`src/verilog/split_timer_pkg.sv`:
```
package split_timer_pkg;

  // Register offsets on the peripheral byte bus
  localparam logic [5:0] OFS_CTRL_E_CLR   = 6'h04;
  localparam logic [5:0] OFS_CTRL_E_SET   = 6'h05;
  localparam logic [5:0] OFS_INT_ENABLE   = 6'h0A;
  localparam logic [5:0] OFS_INT_FLAGS    = 6'h0B;
  localparam logic [5:0] OFS_DEBUG_CTRL   = 6'h0E;
  localparam logic [5:0] OFS_LOW_COUNT    = 6'h20;
  localparam logic [5:0] OFS_HIGH_COUNT   = 6'h21;
  localparam logic [5:0] OFS_LOW_PERIOD   = 6'h26;
  localparam logic [5:0] OFS_HIGH_PERIOD  = 6'h27;
  localparam logic [5:0] OFS_LOW_CMP_BASE = 6'h28;

  // Field positions
  localparam int CMD_LSB    = 2;
  localparam int TARGET_LSB = 0;
  localparam int FLAG_LOW_UNDERFLOW  = 0;
  localparam int FLAG_HIGH_UNDERFLOW  = 1;
  localparam int FLAG_CMP0  = 4;
  localparam int DBG_RUN    = 0;

  // Stored bit masks and reset values
  localparam logic [7:0] CTRL_E_STORE_MASK = 8'h03;
  localparam logic [7:0] INT_MASK          = 8'h73;
  localparam logic [7:0] COUNT_RESET       = 8'h00;
  localparam logic [7:0] PERIOD_RESET      = 8'hFF;
  localparam logic [7:0] CMP_RESET         = 8'h00;

  // Command codes and target selection
  localparam logic [1:0] CMD_NONE    = 2'h0;
  localparam logic [1:0] CMD_RESTART = 2'h2;
  localparam logic [1:0] CMD_RESET   = 2'h3;
  localparam logic [1:0] TARGET_BOTH = 2'h3;

  // One register bus access
  typedef struct packed {
    logic       wr;
    logic       rd;
    logic [5:0] addr;
    logic [7:0] wdata;
  } bus_req_type;

endpackage : split_timer_pkg

```
`src/verilog/byte_down_counter.sv`:
```
`timescale 1ns/100ps
// One 8-bit down counter with write priority and reload from period
module byte_down_counter
  import split_timer_pkg::*;
(
  input  wire logic       mclk_i,
  input  wire logic       reset_n_i,
  input  wire logic       tick_i,
  input  wire logic       restart_i,
  input  wire logic       write_i,
  input  wire logic [7:0] wdata_i,
  input  wire logic [7:0] period_i,
  output logic      [7:0] count_o,
  output logic            zero_o
);
  import split_timer_pkg::*;

  logic [7:0] next_count;

  // Host write first, then restart, then count or reload
  always_comb
  begin
    next_count = count_o;
    if (write_i)
      next_count = wdata_i;
    else if (restart_i)
      next_count = COUNT_RESET;
    else if (tick_i)
      next_count = (count_o == 8'h00) ? period_i
                                      : count_o - 8'h01;
  end

  always_ff @(posedge mclk_i)
  begin
    if (!reset_n_i)
      count_o <= COUNT_RESET;
    else
      count_o <= next_count;
  end

  // Count_zero reached: a tick that lands the count on zero
  assign zero_o = tick_i && !write_i && !restart_i
                  && (count_o == 8'h01);

endmodule : byte_down_counter

```
`src/verilog/tick_divider.sv`:
```
`timescale 1ns/100ps
// Prescaled tick: one pulse every DIV cycles while run_i is high
module tick_divider #(
  parameter int DIV = 1
) (
  input  wire logic mclk_i,
  input  wire logic reset_n_i,
  input  wire logic run_i,
  output logic      tick_o
);
  localparam int W = (DIV > 1) ? $clog2(DIV) : 1;

  // Refuse a divider that could never produce a tick
  if (DIV < 1)
  begin : g_bad_div
    $error("tick_divider: DIV must be at least 1");
  end

  logic [W-1:0] cnt;
  logic [W-1:0] next_cnt;
  logic         wrap;

  assign wrap = (cnt == W'(DIV - 1));

  always_comb
  begin
    next_cnt = cnt;
    if (run_i)
      next_cnt = wrap ? '0 : cnt + W'(1);
  end

  always_ff @(posedge mclk_i)
  begin
    if (!reset_n_i)
      cnt <= '0;
    else
      cnt <= next_cnt;
  end

  assign tick_o = run_i && wrap;

endmodule : tick_divider

```
`src/verilog/split_timer_regs.sv`:
```
`timescale 1ns/100ps
// Notes on behaviour
// Command field always reads zero in set and clear views.
// Command 2 restarts, 3 hard-resets unless enabled, 0 and 1 do nothing.
// Command acts only when target select is 3 (both counters).
// Software pairs each command with target select both for hard reset.
// Set view write sets bits written one, others unchanged.
// Clear view write clears bits written one, others unchanged.
// Enables 6..4 gate compare flags 2..0 onto the interrupt request.
// Enable 1 gates high underflow, enable 0 low underflow.
// Compare flag sets whenever low count equals its compare value.
// Flags stay set until software writes one to clear.
// High underflow flag sets when high counter reaches zero.
// Low underflow flag sets when low counter reaches zero.
// Run-in-debug zero: halted processor stops counters and events.
// Run-in-debug one: counting continues while processor halted.
// Register write beats count, clear or reload in same cycle.
// Each counter is an 8-bit read-write register resetting to zero.
// Low period holds low top value, resets to 0xFF.
// High period holds high top value, resets to 0xFF.
// Split enable makes two independent 8-bit timers.
// Low compare values are compared continuously with low count.
// Counters count down per tick, reload period after zero.
// Both control E views read the same stored bits.
// Restart zeroes counters, keeps period and compare values.
module split_timer_regs
  import split_timer_pkg::*;
#(
  parameter int PRESCALE = 1,
  parameter int CHANNELS = 3
) (
  input  wire logic                    mclk_i,
  input  wire logic                    reset_n_i,
  input  wire split_timer_pkg::bus_req_type bus_i,
  input  wire logic                    enable_i,
  input  wire logic                    split_enable_i,
  input  wire logic                    cpu_halted_i,
  input  wire logic                    event_i,
  output logic      [7:0]              rdata_o,
  output logic                         irq_o,
  output logic      [CHANNELS-1:0]     cmp_match_o
);
  import split_timer_pkg::*;

  // Flag and enable bytes only have room for three compare channels
  if (CHANNELS < 1 || CHANNELS > 3)
  begin : g_bad_channels
    $error("split_timer_regs: CHANNELS must be 1 to 3");
  end

  ////////////////////////////////////////////////////////////////////////
  // Storage

  logic [7:0] ctrl_e;
  logic [7:0] int_enable;
  logic [7:0] int_flags;
  logic [7:0] debug_ctrl;
  logic [7:0] low_period;
  logic [7:0] high_period;
  logic [7:0] low_cmp [CHANNELS];
  logic [7:0] next_ctrl_e;
  logic [7:0] next_int_enable;
  logic [7:0] next_int_flags;
  logic [7:0] next_debug_ctrl;
  logic [7:0] next_low_period;
  logic [7:0] next_high_period;
  logic [7:0] next_low_cmp [CHANNELS];
  logic [7:0] low_count;
  logic [7:0] high_count;
  logic       low_zero;
  logic       high_zero;
  logic       run;
  logic       tick;
  logic       ctrl_wr;
  logic [1:0] cmd;
  logic       cmd_both;
  logic       do_restart;
  logic       do_hard_reset;
  logic       wr_low_cnt;
  logic       wr_high_cnt;
  logic [7:0] hw_set;

  ////////////////////////////////////////////////////////////////////////
  // Command decode

  assign ctrl_wr  = bus_i.wr && (bus_i.addr == OFS_CTRL_E_SET
                              || bus_i.addr == OFS_CTRL_E_CLR);
  assign cmd      = bus_i.wdata[CMD_LSB +: 2];
  // Target comes with the same write; reserved targets do nothing
  assign cmd_both = bus_i.wdata[TARGET_LSB +: 2] == TARGET_BOTH;
  assign do_restart    = ctrl_wr && cmd_both
                         && (cmd == CMD_RESTART);
  // Hard reset refused while the timer is enabled
  assign do_hard_reset = ctrl_wr && cmd_both && !enable_i
                         && (cmd == CMD_RESET);

  // Debug halt freezes counting and drops events
  assign run = enable_i && split_enable_i
               && (!cpu_halted_i || debug_ctrl[DBG_RUN]);

  assign wr_low_cnt  = bus_i.wr && bus_i.addr == OFS_LOW_COUNT;
  assign wr_high_cnt = bus_i.wr && bus_i.addr == OFS_HIGH_COUNT;

  ////////////////////////////////////////////////////////////////////////
  // Counters

  tick_divider #(
    .DIV (PRESCALE)
  ) u_div (
    .mclk_i    (mclk_i),
    .reset_n_i (reset_n_i),
    .run_i     (run),
    .tick_o    (tick)
  );

  byte_down_counter u_low (
    .mclk_i    (mclk_i),
    .reset_n_i (reset_n_i),
    .tick_i    (tick),
    .restart_i (do_restart || do_hard_reset),
    .write_i   (wr_low_cnt),
    .wdata_i   (bus_i.wdata),
    .period_i  (low_period),
    .count_o   (low_count),
    .zero_o    (low_zero)
  );

  byte_down_counter u_high (
    .mclk_i    (mclk_i),
    .reset_n_i (reset_n_i),
    .tick_i    (tick),
    .restart_i (do_restart || do_hard_reset),
    .write_i   (wr_high_cnt),
    .wdata_i   (bus_i.wdata),
    .period_i  (high_period),
    .count_o   (high_count),
    .zero_o    (high_zero)
  );

  ////////////////////////////////////////////////////////////////////////
  // Compare channels and hardware flag sources

  always_comb
  begin
    hw_set = 8'h00;
    hw_set[FLAG_LOW_UNDERFLOW] = low_zero;
    hw_set[FLAG_HIGH_UNDERFLOW] = high_zero;
    for (int i = 0; i < CHANNELS; i++)
      hw_set[FLAG_CMP0 + i] = cmp_match_o[i];  // Even when stopped
  end

  // Continuous compare against the low count
  genvar g;
  generate
    for (g = 0; g < CHANNELS; g++)
    begin : g_cmp
      assign cmp_match_o[g] = (low_count == low_cmp[g]);
    end
  endgenerate

  ////////////////////////////////////////////////////////////////////////
  // Register writes

  always_comb
  begin
    next_ctrl_e      = ctrl_e;
    next_int_enable  = int_enable;
    next_debug_ctrl  = debug_ctrl;
    next_low_period  = low_period;
    next_high_period = high_period;
    for (int i = 0; i < CHANNELS; i++)
      next_low_cmp[i] = low_cmp[i];
    // Hardware set wins over a same-cycle clear
    next_int_flags = int_flags;
    if (bus_i.wr && bus_i.addr == OFS_INT_FLAGS)
      next_int_flags = int_flags & ~bus_i.wdata;
    next_int_flags = (next_int_flags | hw_set) & INT_MASK;
    if (bus_i.wr)
    begin
      case (bus_i.addr)
        OFS_CTRL_E_SET:
          next_ctrl_e = ctrl_e
                        | (bus_i.wdata & CTRL_E_STORE_MASK);
        OFS_CTRL_E_CLR:
          next_ctrl_e = ctrl_e
                        & ~(bus_i.wdata & CTRL_E_STORE_MASK);
        OFS_INT_ENABLE:  next_int_enable  = bus_i.wdata & INT_MASK;
        OFS_DEBUG_CTRL:  next_debug_ctrl  = bus_i.wdata & 8'h01;
        OFS_LOW_PERIOD:  next_low_period  = bus_i.wdata;
        OFS_HIGH_PERIOD: next_high_period = bus_i.wdata;
        default:
        begin
          for (int i = 0; i < CHANNELS; i++)
            if (bus_i.addr == OFS_LOW_CMP_BASE + 6'(2 * i))
              next_low_cmp[i] = bus_i.wdata;
        end
      endcase
    end
    // Hard reset returns all but control E and debug control to its reset state
    if (do_hard_reset)
    begin
      next_int_enable  = 8'h00;
      next_int_flags   = 8'h00;
      next_low_period  = PERIOD_RESET;
      next_high_period = PERIOD_RESET;
      for (int i = 0; i < CHANNELS; i++)
        next_low_cmp[i] = CMP_RESET;
    end
  end

  always_ff @(posedge mclk_i)
  begin
    if (!reset_n_i)
    begin
      ctrl_e      <= 8'h00;
      int_enable  <= 8'h00;
      int_flags   <= 8'h00;
      debug_ctrl  <= 8'h00;
      low_period  <= PERIOD_RESET;
      high_period <= PERIOD_RESET;
      for (int i = 0; i < CHANNELS; i++)
        low_cmp[i] <= CMP_RESET;
    end
    else
    begin
      ctrl_e      <= next_ctrl_e;
      int_enable  <= next_int_enable;
      int_flags   <= next_int_flags;
      debug_ctrl  <= next_debug_ctrl;
      low_period  <= next_low_period;
      high_period <= next_high_period;
      for (int i = 0; i < CHANNELS; i++)
        low_cmp[i] <= next_low_cmp[i];
    end
  end

  ////////////////////////////////////////////////////////////////////////
  // Read path and interrupt

  always_comb
  begin
    rdata_o = 8'h00;
    if (bus_i.rd)
    begin
      case (bus_i.addr)
        OFS_CTRL_E_SET,
        OFS_CTRL_E_CLR:  rdata_o = ctrl_e & CTRL_E_STORE_MASK;
        OFS_INT_ENABLE:  rdata_o = int_enable;
        OFS_INT_FLAGS:   rdata_o = int_flags;
        OFS_DEBUG_CTRL:  rdata_o = debug_ctrl;
        OFS_LOW_COUNT:   rdata_o = low_count;
        OFS_HIGH_COUNT:  rdata_o = high_count;
        OFS_LOW_PERIOD:  rdata_o = low_period;
        OFS_HIGH_PERIOD: rdata_o = high_period;
        default:
        begin
          for (int i = 0; i < CHANNELS; i++)
            if (bus_i.addr == OFS_LOW_CMP_BASE + 6'(2 * i))
              rdata_o = low_cmp[i];
        end
      endcase
    end
  end

  // Request only where flag and enable are both set
  assign irq_o = |(int_flags & int_enable);
endmodule : split_timer_regs

```
`config.mk`:
```
export PLATFORM = sky130hd
export DESIGN_NAME = split_timer_regs
export DESIGN_NICKNAME = d
export VERILOG_FILES = /design/src/verilog/split_timer_pkg.sv /design/src/verilog/byte_down_counter.sv /design/src/verilog/tick_divider.sv /design/src/verilog/split_timer_regs.sv
export SDC_FILE = /design/constraint.sdc
export NUM_CORES = 1
export LEC_CHECK = 0
export ABC_CLOCK_PERIOD_IN_PS = 2100
export BUFFER_PORTS_ARGS = -buffer_cell sky130_fd_sc_hd__buf_2
export CAP_MARGIN = 20
export CORE_MARGIN = 3
export CORE_UTILIZATION = 55
export DETAILED_ROUTE_END_ITERATION = 8
export PLACE_DENSITY_LB_ADDON = 0.05
export SLEW_MARGIN = 0
export SYNTH_ARGS = -nofsm -noshare
export SYNTH_HDL_FRONTEND = slang
export SYNTH_HIERARCHICAL = 1
export SYNTH_SLANG_ARGS = --single-unit
```
`constraint.sdc`:
```
create_clock -name mclk_i -period 2.1 [get_ports mclk_i]
set_clock_uncertainty 0.2 [all_clocks]
set_input_delay 0.105 -clock mclk_i [delete_from_list [all_inputs] [get_ports mclk_i]]
set_output_delay 0.105 -clock mclk_i [all_outputs]
set_load 0.03 [all_outputs]
```
== Yosys cells after proc, flatten, opt, wreduce, memory -nomap -nowiden ==
Memory sizes are Yosys's and may differ from the RTL's.
Index checks and enable logic that the tools add are counted.

* Bits in registers: 52
* RAM bits: 24
* Input bits: 22
* Output and inout bits: 12
* Word-level logic and storage cells: 111
* Memories: 1

* Add/subtract/negate cells: 3
* Equality and inequality tests: 20
* Mux-type cells: 27
* Bitwise logic cells: 12
* Reduce and logical (&&, ||, !) cells: 39

{| class="wikitable"
|+ Memory list
! memory !! words !! width !! read ports !! clocked after memory_dff !! wr ports !! RTL line !! RTL
|-
| low_cmp || 3 || 8 || 3 || 0 || 3 || split_timer_regs.sv:60 || <nowiki>logic [7:0] low_cmp [CHANNELS];</nowiki>
|}

{| class="wikitable"
|+ Operator list
! operator !! count
|-
| 2-to-1 mux 8 bit || 18
|-
| 2-to-1 mux 24 bit || 3
|-
| case mux 8 bit (8 select lines) || 1
|-
| equality test 6 bit (second input constant) || 7
|-
| equality test 8 bit || 3
|-
| equality test 6 x 4 -> 1 bit (second input constant) || 3
|-
| logical AND 1 bit || 17
|-
| equality test 8 x 1 -> 1 bit (second input constant) || 2
|-
| zero test 8 bit || 2
|-
| case mux 8 bit (2 select lines) || 1
|-
| subtractor 8 x 1 -> 8 bit (second input constant) || 2
|-
| bitwise AND 7 bit || 2
|-
| equality test 6 x 3 -> 1 bit (second input constant) || 2
|-
| AND reduction 2 bit || 5
|-
| bitwise AND 8 bit || 1
|-
| inverter 2 -> 8 bit || 1
|-
| OR 8 x 2 -> 8 bit || 1
|-
| OR reduction 8 bit || 1
|-
| 2-to-1 mux 7 bit || 1
|-
| inverter 7 bit || 1
|-
| OR 7 bit || 1
|-
| equality test 2 bit (second input constant) || 3
|-
| nonzero test 3 bit || 2
|-
| OR reduction 6 bit || 1
|-
| other kinds (8) || 20
|}

== Depth between registers and ports, before layout ==
Gate-level depths: netlist (run 1).

* Depth after elaboration: 11
* Mapped depth: 10
* Mapped depth without buffers: 9

== Modules after synthesis ==
Netlist (run 1), hierarchy kept.

{| class="wikitable"
|+ By module, submodules not included
! module !! times used !! cells each !! area an instance (sq um) !! sequential area each (sq um)
|-
| split_timer_regs || 1 || 358 || 3,138.0 || 1,061.0
|-
| byte_down_counter || 2 || 82 || 629.4 || 160.2
|-
| tick_divider || 1 || 1 || 7.5 || 0.0
|}

== Least setup slack after synthesis (run 1) ==
Ideal clock, no wire load.

* Path type: in2reg
* Start point: input bus_i[11] (netlist name)
* End point: register u_low.count_o[6]
* Setup time: 74 ps
* Arrival time: 1,888 ps
* Data required time: 1,826 ps
* Slack: -62 ps
* Stages on the path: 9
* Buffers on the path: 2
* Cell sequence: buf_6 -> nor3_2 -> and3b_2 -> nand3_4 -> a211oi_1 -> or3_1 -> clkbuf_1 -> o21ai_0 -> a31oi_1

* Word-level cells in the longest chain between the ends: 9
* Elaborated cells between the ends (all ways): 14
* Classes of those cells: eq/ne (3); mux (2); reduce/logical (9)

{| class="wikitable"
|+ RTL lines
! item !! RTL line !! RTL
|-
| from (decl) || split_timer_regs.sv:34 || <nowiki>input wire split_timer_pkg::bus_req_type bus_i,</nowiki>
|-
| equality test 6 x 3 -> 1 bit, on equally long branches || split_timer_regs.sv:86, split_timer_regs.sv:87 ||
|-
| logical OR 1 bit || split_timer_regs.sv:87 || <nowiki>|| bus_i.addr == OFS_CTRL_E_CLR);</nowiki>
|-
| logical AND 1 bit || split_timer_regs.sv:86 || <nowiki>assign ctrl_wr = bus_i.wr && (bus_i.addr == OFS_CTRL_E_SET</nowiki>
|-
| logical AND 1 bit || split_timer_regs.sv:91, split_timer_regs.sv:94 ||
|-
| logical AND 1 bit || split_timer_regs.sv:94 || <nowiki>assign do_hard_reset = ctrl_wr && cmd_both && !enable_i</nowiki>
|-
| logical AND 1 bit || split_timer_regs.sv:95 || <nowiki>&& (cmd == CMD_RESET);</nowiki>
|-
| logical OR 1 bit || split_timer_regs.sv:120 || <nowiki>.restart_i (do_restart || do_hard_reset),</nowiki>
|-
| 2-to-1 mux 8 bit || byte_down_counter.sv:26 || <nowiki>else if (restart_i)</nowiki>
|-
| 2-to-1 mux 8 bit || byte_down_counter.sv:24 || <nowiki>if (write_i)</nowiki>
|-
| to (signal assigned) || byte_down_counter.sv:38 || <nowiki>count_o <= next_count;</nowiki>
|-
| to (decl) || byte_down_counter.sv:13 || <nowiki>output logic [7:0] count_o,</nowiki>
|}

Parallel ways exist; a longest one is shown, timed or not.
A chain may end at the register's enable or synchronous reset.

== Worst setup path in the final report (run 1) ==
* Start point: register debug_ctrl[0]
* End point: output rdata_o[0]

* Word-level cells in the longest chain between the ends: 2

{| class="wikitable"
|+ RTL lines
! item !! RTL line !! RTL
|-
| from (decl) || split_timer_regs.sv:57 || <nowiki>logic [7:0] debug_ctrl;</nowiki>
|-
| from (signal assigned) || split_timer_regs.sv:229 || <nowiki>debug_ctrl <= next_debug_ctrl;</nowiki>
|-
| case mux 8 bit (8 select lines) || split_timer_regs.sv:245 || <nowiki>case (bus_i.addr)</nowiki>
|-
| 2-to-1 mux 8 bit || split_timer_regs.sv:243 || <nowiki>if (bus_i.rd)</nowiki>
|-
| to (decl) || split_timer_regs.sv:39 || <nowiki>output logic [7:0] rdata_o,</nowiki>
|}

No other way between the ends.

==> flow_summary.toml, run 1 <==
[timing]
fmax_mhz = 485
setup_viol = 0
fin_crit_ps = 2060
whs_ps = 36.6
slew_headroom = 0.718
worst_slew_pin_slew_ps = 419
maxSlewViolCount = 0
min_period_over_period = 0.983
hold_viol = 0

[yosys]
syn_inst = 523
synth_edf_count = 0
synth-seq-cells = 69
synth.avg_cell_area_sq_um = 8.42
syn_area_sq_um = 4400
synthArstFlopShare = 0
synth_cell_types = 65
syn-num-nets = 551
ys_warn_count = 6
ys.flop_type = "dfxtp_1"
synth.yosys.seq_area_share = 0.314

[grt]
grt_pass1_wl_mm = 21.6
grt_pass1_vias = 4023
grt_max_degree = 35
grt_overflow = 0
antenna_found_initial = 0
track_usage = 0.310

[power_and_ir_drop]
p_sw_mw = 1.03
p_sw_frac = 0.295
p_per_area_nw_per_um2 = 652
leakagePower_nw = 2.35
peakVddDrop_mv = 0.438
power_mw = 3.48
power_frac_comb = 0.215
pwr-share-clk = 0.392
intPower_mw = 2.46
pwr-share-seq = 0.393

[critical_path]
slowest_stage = "o311a_1"
worstPathCellList = "mux2_2, a32oi_2, nand2_1, o311a_1, buf_6"
cp-end-kind = "output port"
critical_path_arrival_ps = 1760
worstPathMaxFanout = 3
critPathLaunchType = "flop"
max_stage_delay_ps = 360
crit_type = "flop to output port"
critPathRequiredTime_ps = 1790

[layout]
fillers = 664
layout.nets = 627
drive_gt1_frac = 0.243
register_area_sq_um = 1390
area_growth_pct = 21.2
fin_cells = 706
multiInputGateArea_sq_um = 2850
mostFrequentLayoutCells = "65 x nand2_1, 65 x dfxtp_1, 52 x buf_4"
diodes = 0

[min_path]
hp-class = "input port to flop"

[placement]
placedCellCount = 683
place_congestion = 0.874
portBuffers = 32
dpl.hpwl_mm = 9.76

[cts]
cts.sinks = 69
cts_max_level = 3
cts_root_buf = "clkbuf_8"
clk_pin_slew_ps = 90
cts_made_buffers = 9
cts_tree = "built"
clock_path_buffers = 2
clock_latency_ps = 350

[route]
vias_per_cell = 6.22
wl_per_cell_um = 19.3
dr.first_iter.drc_count = 325
drcViolationCount = 0
num_vias = 4393
drt_first_pass_iters = 7
drt_wl_total_mm = 13.6
ant_nets = 0

[floorplan]
core_sq_um = 7770
die_x_um = 95.5
num_rows = 32
top_level_ports = 34
initial_core_util = 0.567
fp.dieArea_sq_um = 9120
chipHeight_um = 95.5

[run]
maxCapViolations = 0

[run_status]
status = "finished, final reports clean"
-- kinds of logic after synthesis --
| group | after synthesis | synth area share |
|---|---|---|
| muxes | 52 | 0.118 |
| and+or+nand+nor | 219 | 0.258 |
| AOI/OAI and AO/OA | 108 | 0.181 |
| xor gates and xnor gates | 31 | 0.0616 |
| adders and majority gates | 6 | 0.0170 |
| buffers and inverters | 38 | 0.0500 |
| DFF | 69 | 0.314 |
-- metrics by stage --
step,TNS [ps],cell area (sq um),worst slack (ps),utilization
floorplan,0,4410,20.1,-
global placement,-34.6,4980,-12.3,0.641
detailed placement,-123,4980,-26.4,0.641
CTS,0,5290,5.10,0.681
global route,-20.3,5340,-19.8,0.687
finish,0,5340,36.5,0.687
-- final timing paths --
| kind | from | to | slack, ps | depth (start not counted) |
|---|---|---|---|---|
| worst max-delay path | debug_ctrl[0]$_SDFFE_PN0P_ | rdata_o[0] | 40 | 5 |
| worst min-delay path | bus_i[3] | high_period[3]$_SDFFE_PP1P_ | 40 | 4 |
| worst max register to register | u_high/count_o[3]$_SDFFE_PN0P_ | int_flags[1]$_SDFF_PP0_ | 70 | 6 |
| worst min register to register | low_period[2]$_SDFFE_PP1P_ | low_period[2]$_SDFFE_PP1P_ | 310 | 2 |
-- synthesized netlist by cell type, types with 8 or more instances --
library cell	number	area, sq um
o21ai_0	30	150
a21oi_1	9	45.0
dfxtp_1	69	1380
nor2_1	47	176
or3_1	8	50.1
buf_2	8	40.0
mux2i_1	51	510
clkbuf_1	8	30.0
xnor2_1	28	245
a31oi_1	12	75.1
nand3_1	38	190
o211ai_1	12	90.1
nand2_1	65	244
inv_1	9	33.8
-- repair_timing --
item                                    in CTS  in global routing
endpoints found under the setup margin       1                 14
pin swaps                                    0                  6
hold buffers                                 6                  0
gates resized for setup                      2                 15
hold endpoints to repair                    22                  0
setup buffers                                0                  1
-- area by class of cell --
| cell class | instances | share of cell area |
|---|---|---|
| Multi-Input combinational cell | 416 | 0.533 |
| Sequential cell | 69 | 0.260 |
| Timing Repair Buffer | 94 | 0.131 |
| Tap cell | 102 | 0.0239 |
| Clock buffer | 9 | 0.0232 |
| Clock inverter | 7 | 0.0230 |
| Inverter | 9 | 0.00633 |
-- routing by layer --
| metal | track usage | share of wire | vias to the layer above |
|---|---|---|---|
| met5 | 0 | 0 | - |
| met4 | 0.0924 | 0.021 | 0 |
| met3 | 0.0403 | 0.080 | 35 |
| met2 | 0.502 | 0.46 | 224 |
| met1 | 0.430 | 0.44 | 2071 |
| li1 | - | - | 2063 |
-- registers in the layout (all words and copies together), names as in the netlist, named ones only --
| name | cells |
|---|---|
| debug_ctrl | 1 |
| high_period | 8 |
| int_enable | 5 |
| int_flags | 5 |
| low_cmp | 24 |
| low_period | 8 |
| u_high/count_o | 8 |
| u_low/count_o | 8 |
-- power by group through the flow --
stage / sequential [mW] / combinational (mW) / clock, mW
3_3_place_gp: 1.40 / 0.694 / 0
6_report: 1.37 / 0.749 / 1.36
3_5_place_dp: 1.40 / 0.702 / 0
2_1_floorplan: 1.41 / 0.435 / 0
5_1_grt: 1.37 / 0.804 / 1.43
4_1_cts: 1.37 / 0.716 / 1.36
-- critical path, delay by kind of cell, from the launching register on --
kind	cells	cell delay (ps)
muxes	1	270
DFF	1	330
buffers and inverters	1	150
AOI/OAI and AO/OA	2	560
and+or+nand+nor	1	100
Note: power is estimated with default switching activity, not from simulation.
==> inputs of run 2 (changes only) <==
- ABC_AREA: unset -> 1
==> run 2 against run 1 <==
Effect of this change:
- sequential power about the same
- die area increased by 7.5%
- core utilization decreased by 3.4 points
- non-clock buffer count decreased by 25
- power decreased by 7.6%
- combinational power increased by 1%
- count of clock-buffer cells in the layout unchanged
- via count increased by 18%
- critical path depth increased by 2
- critical path type is now input port to flop
- largest cell class unchanged
- highest routed layer unchanged
==> flow_summary.toml, run 2 <==
[route]
ant_nets = 0
vias_per_cell = 5.73
dr.first_iter.drc_count = 484
drt_wl_total_mm = 15.1
drt_first_pass_iters = 5
num_vias = 5199
drcViolationCount = 0
wl_per_cell_um = 16.7

[yosys]
synth.yosys.seq_area_share = 0.290
synth_edf_count = 0
synth_most_common_cell = "nand2_1"
ys_warn_count = 6
ys.flop_type = "dfxtp_1"
syn-num-nets = 768
synth_common_cells = "188 x nand2_1, 121 x nand3_1, 77 x nor2_1"
syn_area_sq_um = 4760
yosys.area.top_type = "dfxtp_1"
synthArstFlopShare = 0
synth_area_leaders = "dfxtp_1 29%, nand2_1 15%, nand3_1 13%"
yosysTopAreaCellShare = 0.290
syn_inst = 740
synth.avg_cell_area_sq_um = 6.43
synth-seq-cells = 69
synth_cell_types = 31

[layout]
diodes = 0
register_area_sq_um = 1390
multiInputGateArea_sq_um = 3000
fin_area_sq_um = 5420
layout.nets = 825
largest_reg_flops = 24
fillers = 792
top_register = "low_cmp"
layout_commonest_cell = "nand2_1"
area_growth_pct = 14.0
drive_gt1_frac = 0.175
mostFrequentLayoutCells = "188 x nand2_1, 121 x nand3_1, 75 x nor2_1"

[grt]
track_usage = 0.310
grt_overflow = 0
grt_pass1_wl_mm = 24.0
grt_pass1_vias = 4600
antenna_found_initial = 0
grt_max_degree = 28

[cts]
cts_max_level = 3
cts_made_buffers = 9
clock_latency_ps = 370
clock_path_buffers = 2
post_cts_buffers = 0
cts.sinks = 69
cts_tree = "built"
clk_pin_slew_ps = 80
cts_root_buf = "clkbuf_8"

[timing]
slew_headroom = 0.720
min_period_over_period = 0.962
maxSlewViolCount = 0
rsz0062_at_grt = "false"
fin_crit_ps = 2020
worst_slew_pin_slew_ps = 418
whs_ps = 14.8
setup_viol = 0
hold_viol = 0
fin_setup_tns_ps = 0
fmax_mhz = 495

[placement]
dpl.hpwl_mm = 11.2
place_congestion = 0.972
portBuffers = 32
placed_cell_area_sq_um = 5130

[critical_path]
cp-end-kind = "flop"
cpMostUsedCell = "dlygate4sd3_1"
r2r_cells = 8
worstReg2RegEnd = "u_high/count_o[3]$_SDFFE_PN0P_"
critPathLaunchType = "input port"
max_stage_delay_ps = 580
crit_type = "input port to flop"
worstPathMaxFanout = 6
critPathRequiredTime_ps = 2160
slowest_stage = "dlygate4sd3_1"
critical-path-top-delay-family = "buffers and inverters"
rrSetupSlack_ps = 460
crit_buf_inv = 5
worstPathCellList = "dlygate4sd3_1, buf_2, buf_4, inv_1, nor4_1, dlygate4sd3_1, nor3b_1"
r2r_start = "u_high/count_o[0]$_SDFFE_PN0P_"
critical_path_arrival_ps = 2080

[power_and_ir_drop]
peakVddDrop_mv = 0.425
p_per_area_nw_per_um2 = 593
power_mw = 3.22
leakagePower_nw = 2.59

[min_path]
whs_path_depth = 3
hp-class = "input port to flop"
min_from = "reset_n_i"
worstHoldEndpoint = "int_flags[1]$_SDFF_PP0_"

[floorplan]
core_sq_um = 8300
die_x_um = 99.0
fp.dieArea_sq_um = 9800
initial_core_util = 0.573
num_rows = 33
chipHeight_um = 99.0
top_level_ports = 34

[run_status]
status = "finished, final reports clean"

[run]
maxCapViolations = 0
==> run 2: cell types whose count changed after synthesis, moves of 12 or more <==
| cell | before | now |
|---|---|---|
| nand3_1 | 38 | 121 |
| o21ai_0 | 30 | 8 |
| nand2_1 | 65 | 188 |
| inv_1 | 9 | 52 |
| mux2i_1 | 51 | 0 |
| o21ai_1 | 0 | 14 |
| a31oi_1 | 12 | 0 |
| a21oi_2 | 0 | 12 |
| nor2_1 | 47 | 77 |
| a21oi_1 | 9 | 72 |
==> run 2: final cells by class <==
cell class / count / share of cell area
clock inverters: 7 / 0.0106
clock buffers: 9 / 0.0228
well taps: 105 / 0.0242
inverters: 64 / 0.0452
repair buffers: 69 / 0.0872
multi-input cells: 584 / 0.554
flip-flops and latches: 69 / 0.256
==> run 2: worst max path at each step <==
| stage | from | endpoint | slack, ps | cells after the start |
|---|---|---|---|---|
| floorplan | bus_i[13] | u_low/count_o[3]$_SDFFE_PN0P_ | 210 | 11 |
| global route | u_low/count_o[2]$_SDFFE_PN0P_ | cmp_match_o[2] | 30 | 4 |
| global placement | bus_i[9] | rdata_o[6] | 160 | 10 |
| CTS | u_low/count_o[4]$_SDFFE_PN0P_ | cmp_match_o[2] | 1 | 4 |
| finish | bus_i[0] | flop | 80 | 7 |
| detailed placement | bus_i[10] | u_low/count_o[3]$_SDFFE_PN0P_ | 120 | 14 |
==> run 2: tightest hold or removal path, delay by kind of cell <==
kind	cells	cell delay, ps
simple gates	1	250
compound gates	1	70
buf+inv	1	120
==> run 2: power breakdown <==
group | switching, mW | internal (mW) | leakage (nW) | total, mW
registers | 0.0603 | 1.34 | 0.562 | 1.40
clock network | 0.609 | 0.444 | 0.0881 | 1.05
logic | 0.506 | 0.252 | 1.94 | 0.758
==> run 2: per-layer routing <==
metal | part of all wire | GRT usage | vias up
li1 | - | - | 2546
met1 | 0.45 | 0.440 | 2380
met2 | 0.45 | 0.468 | 239
met3 | 0.086 | 0.0637 | 34
met4 | 0.022 | 0.106 | 0
met5 | 0 | 0 | -
==> run 2: what timing repair did <==
action | 4_1_cts | 5_1_grt
endpoints found under the hold margin | 27 | 0
endpoints found under the setup margin | 3 | 6
resized for setup | 2 | 7
hold buffers | 9 | 0
==> run 2: cell families (layout without fill, tap and decap cells) <==
group | Yosys count | count (layout) | synth area share
xor+xnor | 24 | 24 | 0.0442
buf+inv | 87 | 149 | 0.0807
compound gates | 111 | 111 | 0.129
flops | 69 | 69 | 0.290
fa+ha+maj | 6 | 6 | 0.0158
simple gates | 443 | 443 | 0.440
==> run 2: stage by stage <==
stage / cells / worst slack, ps / util
floorplan: 740 / 208 / -
global placement: 882 / 161 / 0.619
detailed placement: 882 / 124 / 0.619
CTS: 907 / 1.32 / 0.652
global route: 907 / 27.3 / 0.653
finish: 907 / 80.6 / 0.653
